### config.mk
export PLATFORM = sky130hd
export DESIGN_NAME = table_write_and_zero_skip_exec
export DESIGN_NICKNAME = d
export VERILOG_FILES = /design/src/hdl/table_write_and_zero_skip_exec.v /design/src/hdl/table_pointer_step.v
export VERILOG_INCLUDE_DIRS = /design/src /design/src/hdl
export SDC_FILE = /design/constraint.sdc
export NUM_CORES = 1
export LEC_CHECK = 0
export ABC_CLOCK_PERIOD_IN_PS = 6410
export BUFFER_PORTS_ARGS = -buffer_cell sky130_fd_sc_hd__buf_2
export CAP_MARGIN = 5
export CORE_ASPECT_RATIO = 2
export CORE_MARGIN = 2
export CORE_UTILIZATION = 40
export DETAILED_ROUTE_END_ITERATION = 10
export SYNTH_ARGS = -nofsm -noshare
export SYNTH_HDL_FRONTEND = slang
export SYNTH_HIERARCHICAL = 1
export SYNTH_SLANG_ARGS = --single-unit
export TNS_END_PERCENT = 1
### constraint.sdc
create_clock -name clk -period 6.41 [get_ports clk]
set_clock_uncertainty 0.15 [all_clocks]
set_input_delay 1.282 -clock clk [delete_from_list [all_inputs] [get_ports clk]]
set_output_delay 1.282 -clock clk [all_outputs]
set_load 0.05 [all_outputs]
### src/hdl/table_latch_store_op_test_file_skip_if_zero_defs.vh
// Constants for the table-write and zero-skip execution block
`ifndef TABLE_EXEC_DEFS_VH
`define TABLE_EXEC_DEFS_VH

// Register index map, one index per 8-bit register
`define REG_LATCH        4'h0
`define REG_PTR_LOW      4'h1
`define REG_PTR_HIGH     4'h2
`define REG_PTR_UPPER    4'h3
`define REG_BANK         4'h4
`define REG_CONFIG       4'h5
`define REG_STATUS       4'h6

// Reset values
`define LATCH_RESET      8'h00
`define PTR_RESET        21'h00_0000
`define BANK_RESET       8'h00
`define CONFIG_RESET     8'h00

// Field positions
`define CFG_EXT_BIT      0
`define ST_BUSY_BIT      0
`define ST_SKIP_BIT      1
`define ST_INDEXED_BIT   2
`define ST_TABLE_BIT     3

// Opcode patterns
`define TW_OPC_MASK      16'hFFFC
`define TW_OPC_VALUE     16'h000C
`define ZT_OPC_MASK      16'hFE00
`define ZT_OPC_VALUE     16'h6600
`define ZT_BANK_BIT      8

// Pointer update modes
`define MODE_KEEP        2'h0
`define MODE_POST_INC    2'h1
`define MODE_POST_DEC    2'h2
`define MODE_PRE_INC     2'h3

// Addressing
`define INDEXED_MAX      8'h5F
`define ACCESS_HI_BANK   4'hF

// Timing: clock phases per instruction cycle
`define PHASES           2'h3
`define PH_DECODE        2'h0
`define PH_READ          2'h1
`define PH_WRITE         2'h3

`endif

### src/hdl/table_write_and_zero_skip_exec.v
// Execution of the table-write and test-file-skip-if-zero instructions
//
// What this block does
// - Low two opcode bits pick pointer update
// - Pointer is 21-bit byte address
// - Pointer bit zero selects low/high byte
// - Table write: two cycles, latch to holding
// - Zero operand discards prefetch, runs NOP
// - Skip over 2/3-word instruction costs 3/4
// - Bank bit picks access bank or bank register
// - Extended, access, operand<=95 means indexed
// - Extended features off after reset
//
// The implementer's own choices: strobed register access and the placing of the registers.
`timescale 1ns/100ps
`include "table_latch_store_op_test_file_skip_if_zero_defs.vh"
module table_write_and_zero_skip_exec #(
   parameter PTR_W  = 21,
   parameter BANK_W = 4
) (
   input  wire              clk,
   input  wire              rst_n,
   // Register port
   input  wire [3:0]        regAddr,
   input  wire [7:0]        regWrData,
   input  wire              regWr,
   input  wire              regRd,
   output reg  [7:0]        regRdData,
   // Instruction from the fetch pipeline
   input  wire              instrValid,
   input  wire [15:0]       instrWord,
   input  wire [1:0]        nextWords,
   output wire              instrReady,
   output wire [1:0]        instrPhase,
   output wire              busy,
   output wire              discardFetch,
   // Data register file
   input  wire [BANK_W+7:0] indexBase,
   output reg  [BANK_W+7:0] fileAddr,
   output reg               fileRead,
   input  wire [7:0]        fileData,
   // Holding register write
   output reg               holdWr,
   output reg  [PTR_W-1:0]  holdAddr,
   output reg               holdHighByte,
   output reg  [7:0]        holdData
);

   localparam ST_IDLE = 3'd0;
   localparam ST_TW1  = 3'd1;
   localparam ST_TW2  = 3'd2;
   localparam ST_ZT   = 3'd3;
   localparam ST_SKIP = 3'd4;

   reg  [2:0]        state_reg;
   reg  [2:0]        state_next;
   reg  [1:0]        phase_reg;
   reg  [1:0]        mode_reg;
   reg  [1:0]        skipLeft_reg;
   reg               zero_reg;
   reg               lastSkip_reg;
   reg               lastIndexed_reg;
   reg  [7:0]        latch_reg;
   reg  [PTR_W-1:0]  ptr_reg;
   reg  [PTR_W-1:0]  ptr_next;
   reg  [7:0]        bank_reg;
   reg  [7:0]        config_reg;
   wire [PTR_W-1:0]  ptrStepped;
   wire [23:0]       ptrWide;
   wire              isTableWrite;
   wire              isZeroTest;
   wire              take;
   wire              extEnable;
   wire              useIndexed;
   wire              stepUp;
   wire              stepDown;
   wire [7:0]        operand;

   ////////////////////////////////////////////////////////////////////////////
   // Decode

   assign isTableWrite = (instrWord & `TW_OPC_MASK) == `TW_OPC_VALUE;
   assign isZeroTest   = (instrWord & `ZT_OPC_MASK) == `ZT_OPC_VALUE;
   assign instrReady   = (state_reg == ST_IDLE) && (phase_reg == `PH_DECODE);
   assign take         = instrReady && instrValid;
   assign instrPhase   = phase_reg;
   assign busy         = state_reg != ST_IDLE;
   assign discardFetch = state_reg == ST_SKIP;
   assign extEnable    = config_reg[`CFG_EXT_BIT];
   assign operand      = instrWord[7:0];
   assign useIndexed   = !instrWord[`ZT_BANK_BIT] && extEnable
                         && (operand <= `INDEXED_MAX);

   // Operand address for the zero test
   always @(posedge clk or negedge rst_n) begin
      if (!rst_n) begin
         fileAddr        <= {(BANK_W+8){1'b0}};
         lastIndexed_reg <= 1'b0;
      end else if (take && isZeroTest) begin
         lastIndexed_reg <= useIndexed;
         if (instrWord[`ZT_BANK_BIT]) begin
            fileAddr <= {bank_reg[BANK_W-1:0], operand};
         end else if (useIndexed) begin
            fileAddr <= indexBase + {{BANK_W{1'b0}}, operand};
         end else if (operand <= `INDEXED_MAX) begin
            fileAddr <= {{BANK_W{1'b0}}, operand};
         end else begin
            fileAddr <= {{BANK_W{1'b1}}, operand};
         end
      end
   end

   ////////////////////////////////////////////////////////////////////////////
   // Sequencer: four clock phases make one instruction cycle

   assign stepUp   = ((state_reg == ST_TW1) && (mode_reg == `MODE_PRE_INC))
                     || ((state_reg == ST_TW2) && (mode_reg == `MODE_POST_INC));
   assign stepDown = (state_reg == ST_TW2) && (mode_reg == `MODE_POST_DEC);

   table_pointer_step #(
      .PTR_W    (PTR_W)
   ) stepper (
      .ptrIn    (ptr_reg),
      .stepUp   (stepUp),
      .stepDown (stepDown),
      .ptrOut   (ptrStepped)
   );

   always @* begin
      state_next = state_reg;
      case (state_reg)
         ST_IDLE: begin
            if (take && isTableWrite) begin
               state_next = ST_TW1;
            end else if (take && isZeroTest) begin
               state_next = ST_ZT;
            end
         end
         ST_TW1: begin
            if (phase_reg == `PH_WRITE) begin
               state_next = ST_TW2;
            end
         end
         ST_TW2: begin
            if (phase_reg == `PH_WRITE) begin
               state_next = ST_IDLE;
            end
         end
         ST_ZT: begin
            if (phase_reg == `PH_WRITE) begin
               state_next = zero_reg ? ST_SKIP : ST_IDLE;
            end
         end
         ST_SKIP: begin
            if ((phase_reg == `PH_WRITE) && (skipLeft_reg <= 2'd1)) begin
               state_next = ST_IDLE;
            end
         end
         default: begin
            state_next = ST_IDLE;
         end
      endcase
   end

   always @(posedge clk or negedge rst_n) begin
      if (!rst_n) begin
         state_reg    <= ST_IDLE;
         phase_reg    <= `PH_DECODE;
         mode_reg     <= `MODE_KEEP;
         skipLeft_reg <= 2'd0;
         zero_reg     <= 1'b0;
         lastSkip_reg <= 1'b0;
         fileRead     <= 1'b0;
      end else begin
         state_reg <= state_next;
         // The phase counter runs freely so instruction cycles stay aligned
         phase_reg <= (phase_reg == `PHASES) ? `PH_DECODE : phase_reg + 2'd1;
         fileRead  <= take && isZeroTest;
         if (take) begin
            mode_reg <= instrWord[1:0];
         end
         if ((state_reg == ST_ZT) && (phase_reg == `PH_READ)) begin
            zero_reg <= fileData == 8'h00;
         end
         if ((state_reg == ST_ZT) && (phase_reg == `PH_WRITE)) begin
            lastSkip_reg <= zero_reg;
            // A following one-word instruction costs one extra cycle
            skipLeft_reg <= (nextWords == 2'd0) ? 2'd1 : nextWords;
         end else if ((state_reg == ST_SKIP) && (phase_reg == `PH_WRITE)) begin
            skipLeft_reg <= skipLeft_reg - 2'd1;
         end
      end
   end

   ////////////////////////////////////////////////////////////////////////////
   // Holding register write; flash commit happens elsewhere

   always @(posedge clk or negedge rst_n) begin
      if (!rst_n) begin
         holdWr       <= 1'b0;
         holdAddr     <= `PTR_RESET;
         holdHighByte <= 1'b0;
         holdData     <= 8'h00;
      end else begin
         holdWr <= (state_reg == ST_TW2) && (phase_reg == `PH_WRITE);
         if ((state_reg == ST_TW2) && (phase_reg == `PH_READ)) begin
            holdData <= latch_reg;
         end
         if ((state_reg == ST_TW2) && (phase_reg == `PH_WRITE)) begin
            holdAddr     <= ptr_reg;
            holdHighByte <= ptr_reg[0];
         end
      end
   end

   ////////////////////////////////////////////////////////////////////////////
   // Registers; a pointer update from an executing write beats a software write

   always @* begin
      ptr_next = ptr_reg;
      if (regWr && (regAddr == `REG_PTR_LOW)) begin
         ptr_next[7:0] = regWrData;
      end
      if (regWr && (regAddr == `REG_PTR_HIGH)) begin
         ptr_next[15:8] = regWrData;
      end
      if (regWr && (regAddr == `REG_PTR_UPPER)) begin
         ptr_next[PTR_W-1:16] = regWrData[PTR_W-17:0];
      end
      if (phase_reg == `PH_WRITE && (stepUp || stepDown)) begin
         ptr_next = ptrStepped;
      end
   end

   always @(posedge clk or negedge rst_n) begin
      if (!rst_n) begin
         latch_reg  <= `LATCH_RESET;
         ptr_reg    <= `PTR_RESET;
         bank_reg   <= `BANK_RESET;
         config_reg <= `CONFIG_RESET;
      end else begin
         ptr_reg <= ptr_next;
         if (regWr && (regAddr == `REG_LATCH)) begin
            latch_reg <= regWrData;
         end
         if (regWr && (regAddr == `REG_BANK)) begin
            bank_reg <= regWrData;
         end
         if (regWr && (regAddr == `REG_CONFIG)) begin
            config_reg <= {7'h00, regWrData[`CFG_EXT_BIT]};
         end
      end
   end

   assign ptrWide = {{(24-PTR_W){1'b0}}, ptr_reg};

   // Status flags do not change on a table write; only this view of block state
   always @(posedge clk or negedge rst_n) begin
      if (!rst_n) begin
         regRdData <= 8'h00;
      end else if (regRd) begin
         case (regAddr)
            `REG_LATCH:     regRdData <= latch_reg;
            `REG_PTR_LOW:   regRdData <= ptrWide[7:0];
            `REG_PTR_HIGH:  regRdData <= ptrWide[15:8];
            `REG_PTR_UPPER: regRdData <= ptrWide[23:16];
            `REG_BANK:      regRdData <= bank_reg;
            `REG_CONFIG:    regRdData <= config_reg;
            `REG_STATUS:    regRdData <= {4'h0, state_reg == ST_TW1 || state_reg == ST_TW2,
                                          lastIndexed_reg, lastSkip_reg, busy};
            default:        regRdData <= 8'h00;
         endcase
      end else begin
         regRdData <= 8'h00;
      end
   end

endmodule // table_write_and_zero_skip_exec

### src/hdl/table_pointer_step.v
// Pointer increment / decrement unit for the table byte pointer
`timescale 1ns/100ps
module table_pointer_step #(
   parameter PTR_W = 21
) (
   input  wire [PTR_W-1:0] ptrIn,
   input  wire             stepUp,
   input  wire             stepDown,
   output reg  [PTR_W-1:0] ptrOut
);

   // Wraps at both ends of the byte space
   always @* begin
      if (stepUp) begin
         ptrOut = ptrIn + {{(PTR_W-1){1'b0}}, 1'b1};
      end else if (stepDown) begin
         ptrOut = ptrIn - {{(PTR_W-1){1'b0}}, 1'b1};
      end else begin
         ptrOut = ptrIn;
      end
   end

endmodule // table_pointer_step

==> flow_results.xml <==
<?xml version="1.0" encoding="UTF-8"?>
<metrics>
  <group name="status">
    <metric name="status" unit="">complete, no violations</metric>
  </group>
  <group name="routing">
    <metric name="antenna_left" unit="">0</metric>
    <metric name="detail_route.drc_violations" unit="">0</metric>
    <metric name="routed_wirelength" unit="µm">15220</metric>
    <metric name="num_vias" unit="">4872</metric>
    <metric name="wire_per_inst" unit="µm">17.26</metric>
    <metric name="drtPass1Iterations" unit="">4</metric>
    <metric name="initialDrtViolationCount" unit="">231</metric>
    <metric name="viasPerCell" unit="">5.524</metric>
  </group>
  <group name="placement">
    <metric name="dpl.hpwl" unit="µm">11180</metric>
    <metric name="placed_cells_incl_taps" unit="">866</metric>
    <metric name="port_buffers" unit="">111</metric>
    <metric name="gp_congestion" unit="">0.8486</metric>
  </group>
  <group name="clock_network">
    <metric name="cts.root.buffer_cell" unit="">clkbuf_16</metric>
    <metric name="cts_made_buffers" unit="">9</metric>
    <metric name="tritoncts" unit="">yes</metric>
    <metric name="clock_insertion_delay_worst_skew" unit="ns">0.35</metric>
    <metric name="clk_path_buf_depth" unit="">2</metric>
    <metric name="worst_setup_hold_path_clk_slew" unit="ns">0.07</metric>
    <metric name="post_cts_resized" unit="">0</metric>
    <metric name="clock_sink_count" unit="">101</metric>
    <metric name="htreeDepth" unit="">3</metric>
    <metric name="cts_setup_buffers" unit="">0</metric>
    <metric name="cts_hold_buf" unit="">0</metric>
  </group>
  <group name="logic_synthesis">
    <metric name="synth_area" unit="µm²">5944</metric>
    <metric name="synth_top_cell_area_share" unit="">0.4252</metric>
    <metric name="synth_cells" unit="">586</metric>
    <metric name="yosys.cell_types.count" unit="">76</metric>
    <metric name="synth.avg_cell_area" unit="µm²">10.14</metric>
    <metric name="postSynth.asyncResetShare" unit="">1.000</metric>
    <metric name="synth_most_common_cell" unit="">dfrtp_1</metric>
    <metric name="synthFlopType" unit="">dfrtp_1</metric>
    <metric name="synth_enable_flop_cells" unit="">0</metric>
    <metric name="ys_ff_latch" unit="">101</metric>
    <metric name="seq_area_frac_synth" unit="">0.4252</metric>
    <metric name="top_area_cells_in_the_synthesized_netlist" unit="">dfrtp_1, mux2_2, mux2i_1, a21oi_1, nor2_1</metric>
    <metric name="synth_top_cells_by_count" unit="">dfrtp_1, mux2_2, nor2_1</metric>
    <metric name="yosys_warnings" unit="">6</metric>
    <metric name="synth_area_leader_cell" unit="">dfrtp_1</metric>
    <metric name="postSynthNetCount" unit="">656</metric>
  </group>
  <group name="sta">
    <metric name="worst_slew_margin_rel" unit="">0.2241</metric>
    <metric name="unrepaired_setup_endpoints_after_global_routing" unit="">false</metric>
    <metric name="fin_tns_setup" unit="ns">0</metric>
    <metric name="finalHoldWorstSlack" unit="ns">0.3513</metric>
    <metric name="timing.final.max_slew_violations" unit="">0</metric>
    <metric name="finalWorstPathRequiredPeriod" unit="ns">3.209</metric>
    <metric name="layout_worst_path_cycle_share" unit="">0.5007</metric>
    <metric name="finalHoldViolCount" unit="">0</metric>
    <metric name="worstMarginPinSlew" unit="ns">1.159</metric>
    <metric name="max_clock_freq" unit="MHz">311.6</metric>
    <metric name="setup_viol_count_final" unit="">0</metric>
  </group>
  <group name="worst_setup_path">
    <metric name="timing.critical_path.required" unit="ns">6.53</metric>
    <metric name="max_stage_delay" unit="ns">0.62</metric>
    <metric name="timing.critical_path.to" unit="">ptr_reg[14]$_DFFE_PN0P_</metric>
    <metric name="worstSetupEndpointType" unit="">flop</metric>
    <metric name="timing_worst_setup_path_type" unit="">flop to flop</metric>
    <metric name="cp.arrival" unit="ns">3.32</metric>
    <metric name="critPathMaxFanout" unit="">17</metric>
    <metric name="path_cells" unit="">nand2b_1 &gt; o22a_1 &gt; nor3_1 &gt; buf_4 &gt; nand4_1 &gt; or4_1 &gt; mux2i_1 &gt; xor2_1 &gt; nor2_1 &gt; a21oi_1</metric>
    <metric name="setup.worst_path.start" unit="">state_reg[0]$_DFFE_PN0P_</metric>
    <metric name="setup.worst_path.start_class" unit="">flop</metric>
    <metric name="worstReg2RegEnd" unit="">ptr_reg[14]$_DFFE_PN0P_</metric>
    <metric name="worst_reg_to_reg_setup_slack" unit="ns">3.20</metric>
    <metric name="worst_path_max_delay_cell" unit="">or4_1</metric>
    <metric name="rr_startpoint" unit="">state_reg[0]$_DFFE_PN0P_</metric>
    <metric name="worst_r2r_path_depth" unit="">10</metric>
  </group>
  <group name="layout">
    <metric name="fill_cells" unit="">1466</metric>
    <metric name="fraction_of_final_layout_cells_sized_beyond_drive_strength_1" unit="">0.2999</metric>
    <metric name="final_cells" unit="">882</metric>
    <metric name="flow.area_growth_from_synthesis" unit="%">16.44</metric>
    <metric name="post-route-util" unit="">0.4721</metric>
    <metric name="antenna-diode-count" unit="">0</metric>
    <metric name="final_net_count" unit="">752</metric>
  </group>
  <group name="grt">
    <metric name="global_route_wire_length_before_repair" unit="µm">25460</metric>
    <metric name="gr-usage-all-layers" unit="">0.1970</metric>
    <metric name="pin_count_of_the_biggest_net_entering_global_routing" unit="">53</metric>
    <metric name="grt_overflow" unit="">0</metric>
    <metric name="initial_antenna_violation_count" unit="">0</metric>
    <metric name="grt_pass1_vias" unit="">4796</metric>
  </group>
  <group name="power_and_ir_drop">
    <metric name="power.static_leakage" unit="nW">3.395</metric>
    <metric name="p_per_area" unit="nW/µm²">249.3</metric>
    <metric name="vdd.ir_drop.worst" unit="V">0.0001601</metric>
  </group>
  <group name="floorplan">
    <metric name="core.rowCount" unit="">63</metric>
    <metric name="coreArea" unit="µm²">14660</metric>
    <metric name="floorplan.initialDensity" unit="">0.4054</metric>
    <metric name="die_width" unit="µm">90.20</metric>
    <metric name="die_area" unit="µm²">15910</metric>
    <metric name="boundaryPins" unit="">112</metric>
    <metric name="die_h" unit="µm">176.4</metric>
  </group>
  <group name="hold_path">
    <metric name="hp-class" unit="">flop to flop</metric>
  </group>
  <group name="run">
    <metric name="drv_cap" unit="">0</metric>
  </group>
</metrics>
critical path, delay by kind of cell, from the launching register on:
family          cells  cell delay (ns)
xor+xnor            1             0.19
flops               1             0.49
simple gates        5             1.43
mux                 1             0.21
buf+inv             1             0.26
compound gates      2             0.39
through the flow:
| stage | area (µm²) | power [mW] | worst slack (ns) |
|---|---|---|---|
| finish | 6922 | 1.725 | 3.201 |
| CTS | 6922 | 1.741 | 3.213 |
| global route | 6922 | 1.816 | 2.883 |
| floorplan | 5944 | 1.051 | 3.433 |
| global placement | 6613 | 1.169 | 3.201 |
| detailed placement | 6613 | 1.176 | 3.137 |
metal layers:
layer	track usage	share of wire	wire length [µm]	vias to the layer above
met5	0	0	0	-
met1	0.2553	0.43	6619	2356
li1	-	-	-	2347
met2	0.3412	0.50	7624	153
met4	0.05192	0.014	214	0
met3	0.03329	0.050	765	16
power breakdown:
group | leakage, nW | internal (mW) | switching, mW
clock | 0.141 | 0.315 | 0.246
combinational | 1.96 | 0.139 | 0.187
sequential | 1.30 | 0.708 | 0.130
total | 3.40 | 1.16 | 0.563
area by class of cell:
cell class / count / area (µm²) / area share
clock inverters: 6 / 70.07 / 0.01012
well taps: 195 / 244.0 / 0.03525
clock buffers: 10 / 239.0 / 0.03453
repair buffers: 115 / 588.1 / 0.08496
inverters: 19 / 72.57 / 0.01048
flip-flops and latches: 101 / 2527 / 0.3651
multi-input cells: 436 / 3181 / 0.4595
cell families (layout without fill, tap and decap cells):
logic type	Yosys count	after routing	synth area share
AO/OA/AOI/OAI	124	124	0.1358
buffers and inverters	49	150	0.03978
adder cells (fa/ha/maj)	15	15	0.03284
multiplexers	77	77	0.1400
AND/OR/NAND/NOR	194	194	0.1882
XOR/XNOR	26	26	0.03831
flip-flops	101	101	0.4252
cells in the final DEF (no fill, tap or decap), types with 4 or more instances in the layout:
master and n:
nand2_1 45, and2_1 4, clkbuf_16 9, mux2_2 49
a21oi_1 41, nor2_1 49, a41oi_1 4, a22oi_1 10
o22ai_1 8, buf_2 110, o211ai_1 4, mux2i_1 28
buf_4 5, a31oi_1 10, inv_1 18, xor2_1 14
and3_1 9, o21ai_0 15, nand4_1 7, nor4_1 9
dfrtp_1 101, a21o_1 4, ha_1 14, nand2_2 4
nand3_1 14, and4_1 4, xnor2_1 12, nor3_1 9
nand2b_1 5
worst min path at each step:
stage                                      startpoint                     endpoint  slack [ns]  cells after the start
after floorplan           lastIndexed_reg$_DFFE_PN0P_  lastIndexed_reg$_DFFE_PN0P_        0.30                      2
after global placement        holdData[6]$_DFFE_PN0P_      holdData[6]$_DFFE_PN0P_        0.33                      1
after detailed placement     holdAddr[20]$_DFFE_PN0P_     holdAddr[20]$_DFFE_PN0P_        0.34                      1
after CTS                     holdData[4]$_DFFE_PN0P_      holdData[4]$_DFFE_PN0P_        0.36                      1
after global routing          holdData[4]$_DFFE_PN0P_      holdData[4]$_DFFE_PN0P_        0.37                      1
final                         holdData[5]$_DFFE_PN0P_      holdData[5]$_DFFE_PN0P_        0.35                      1
(Power assumes the default switching activity.)
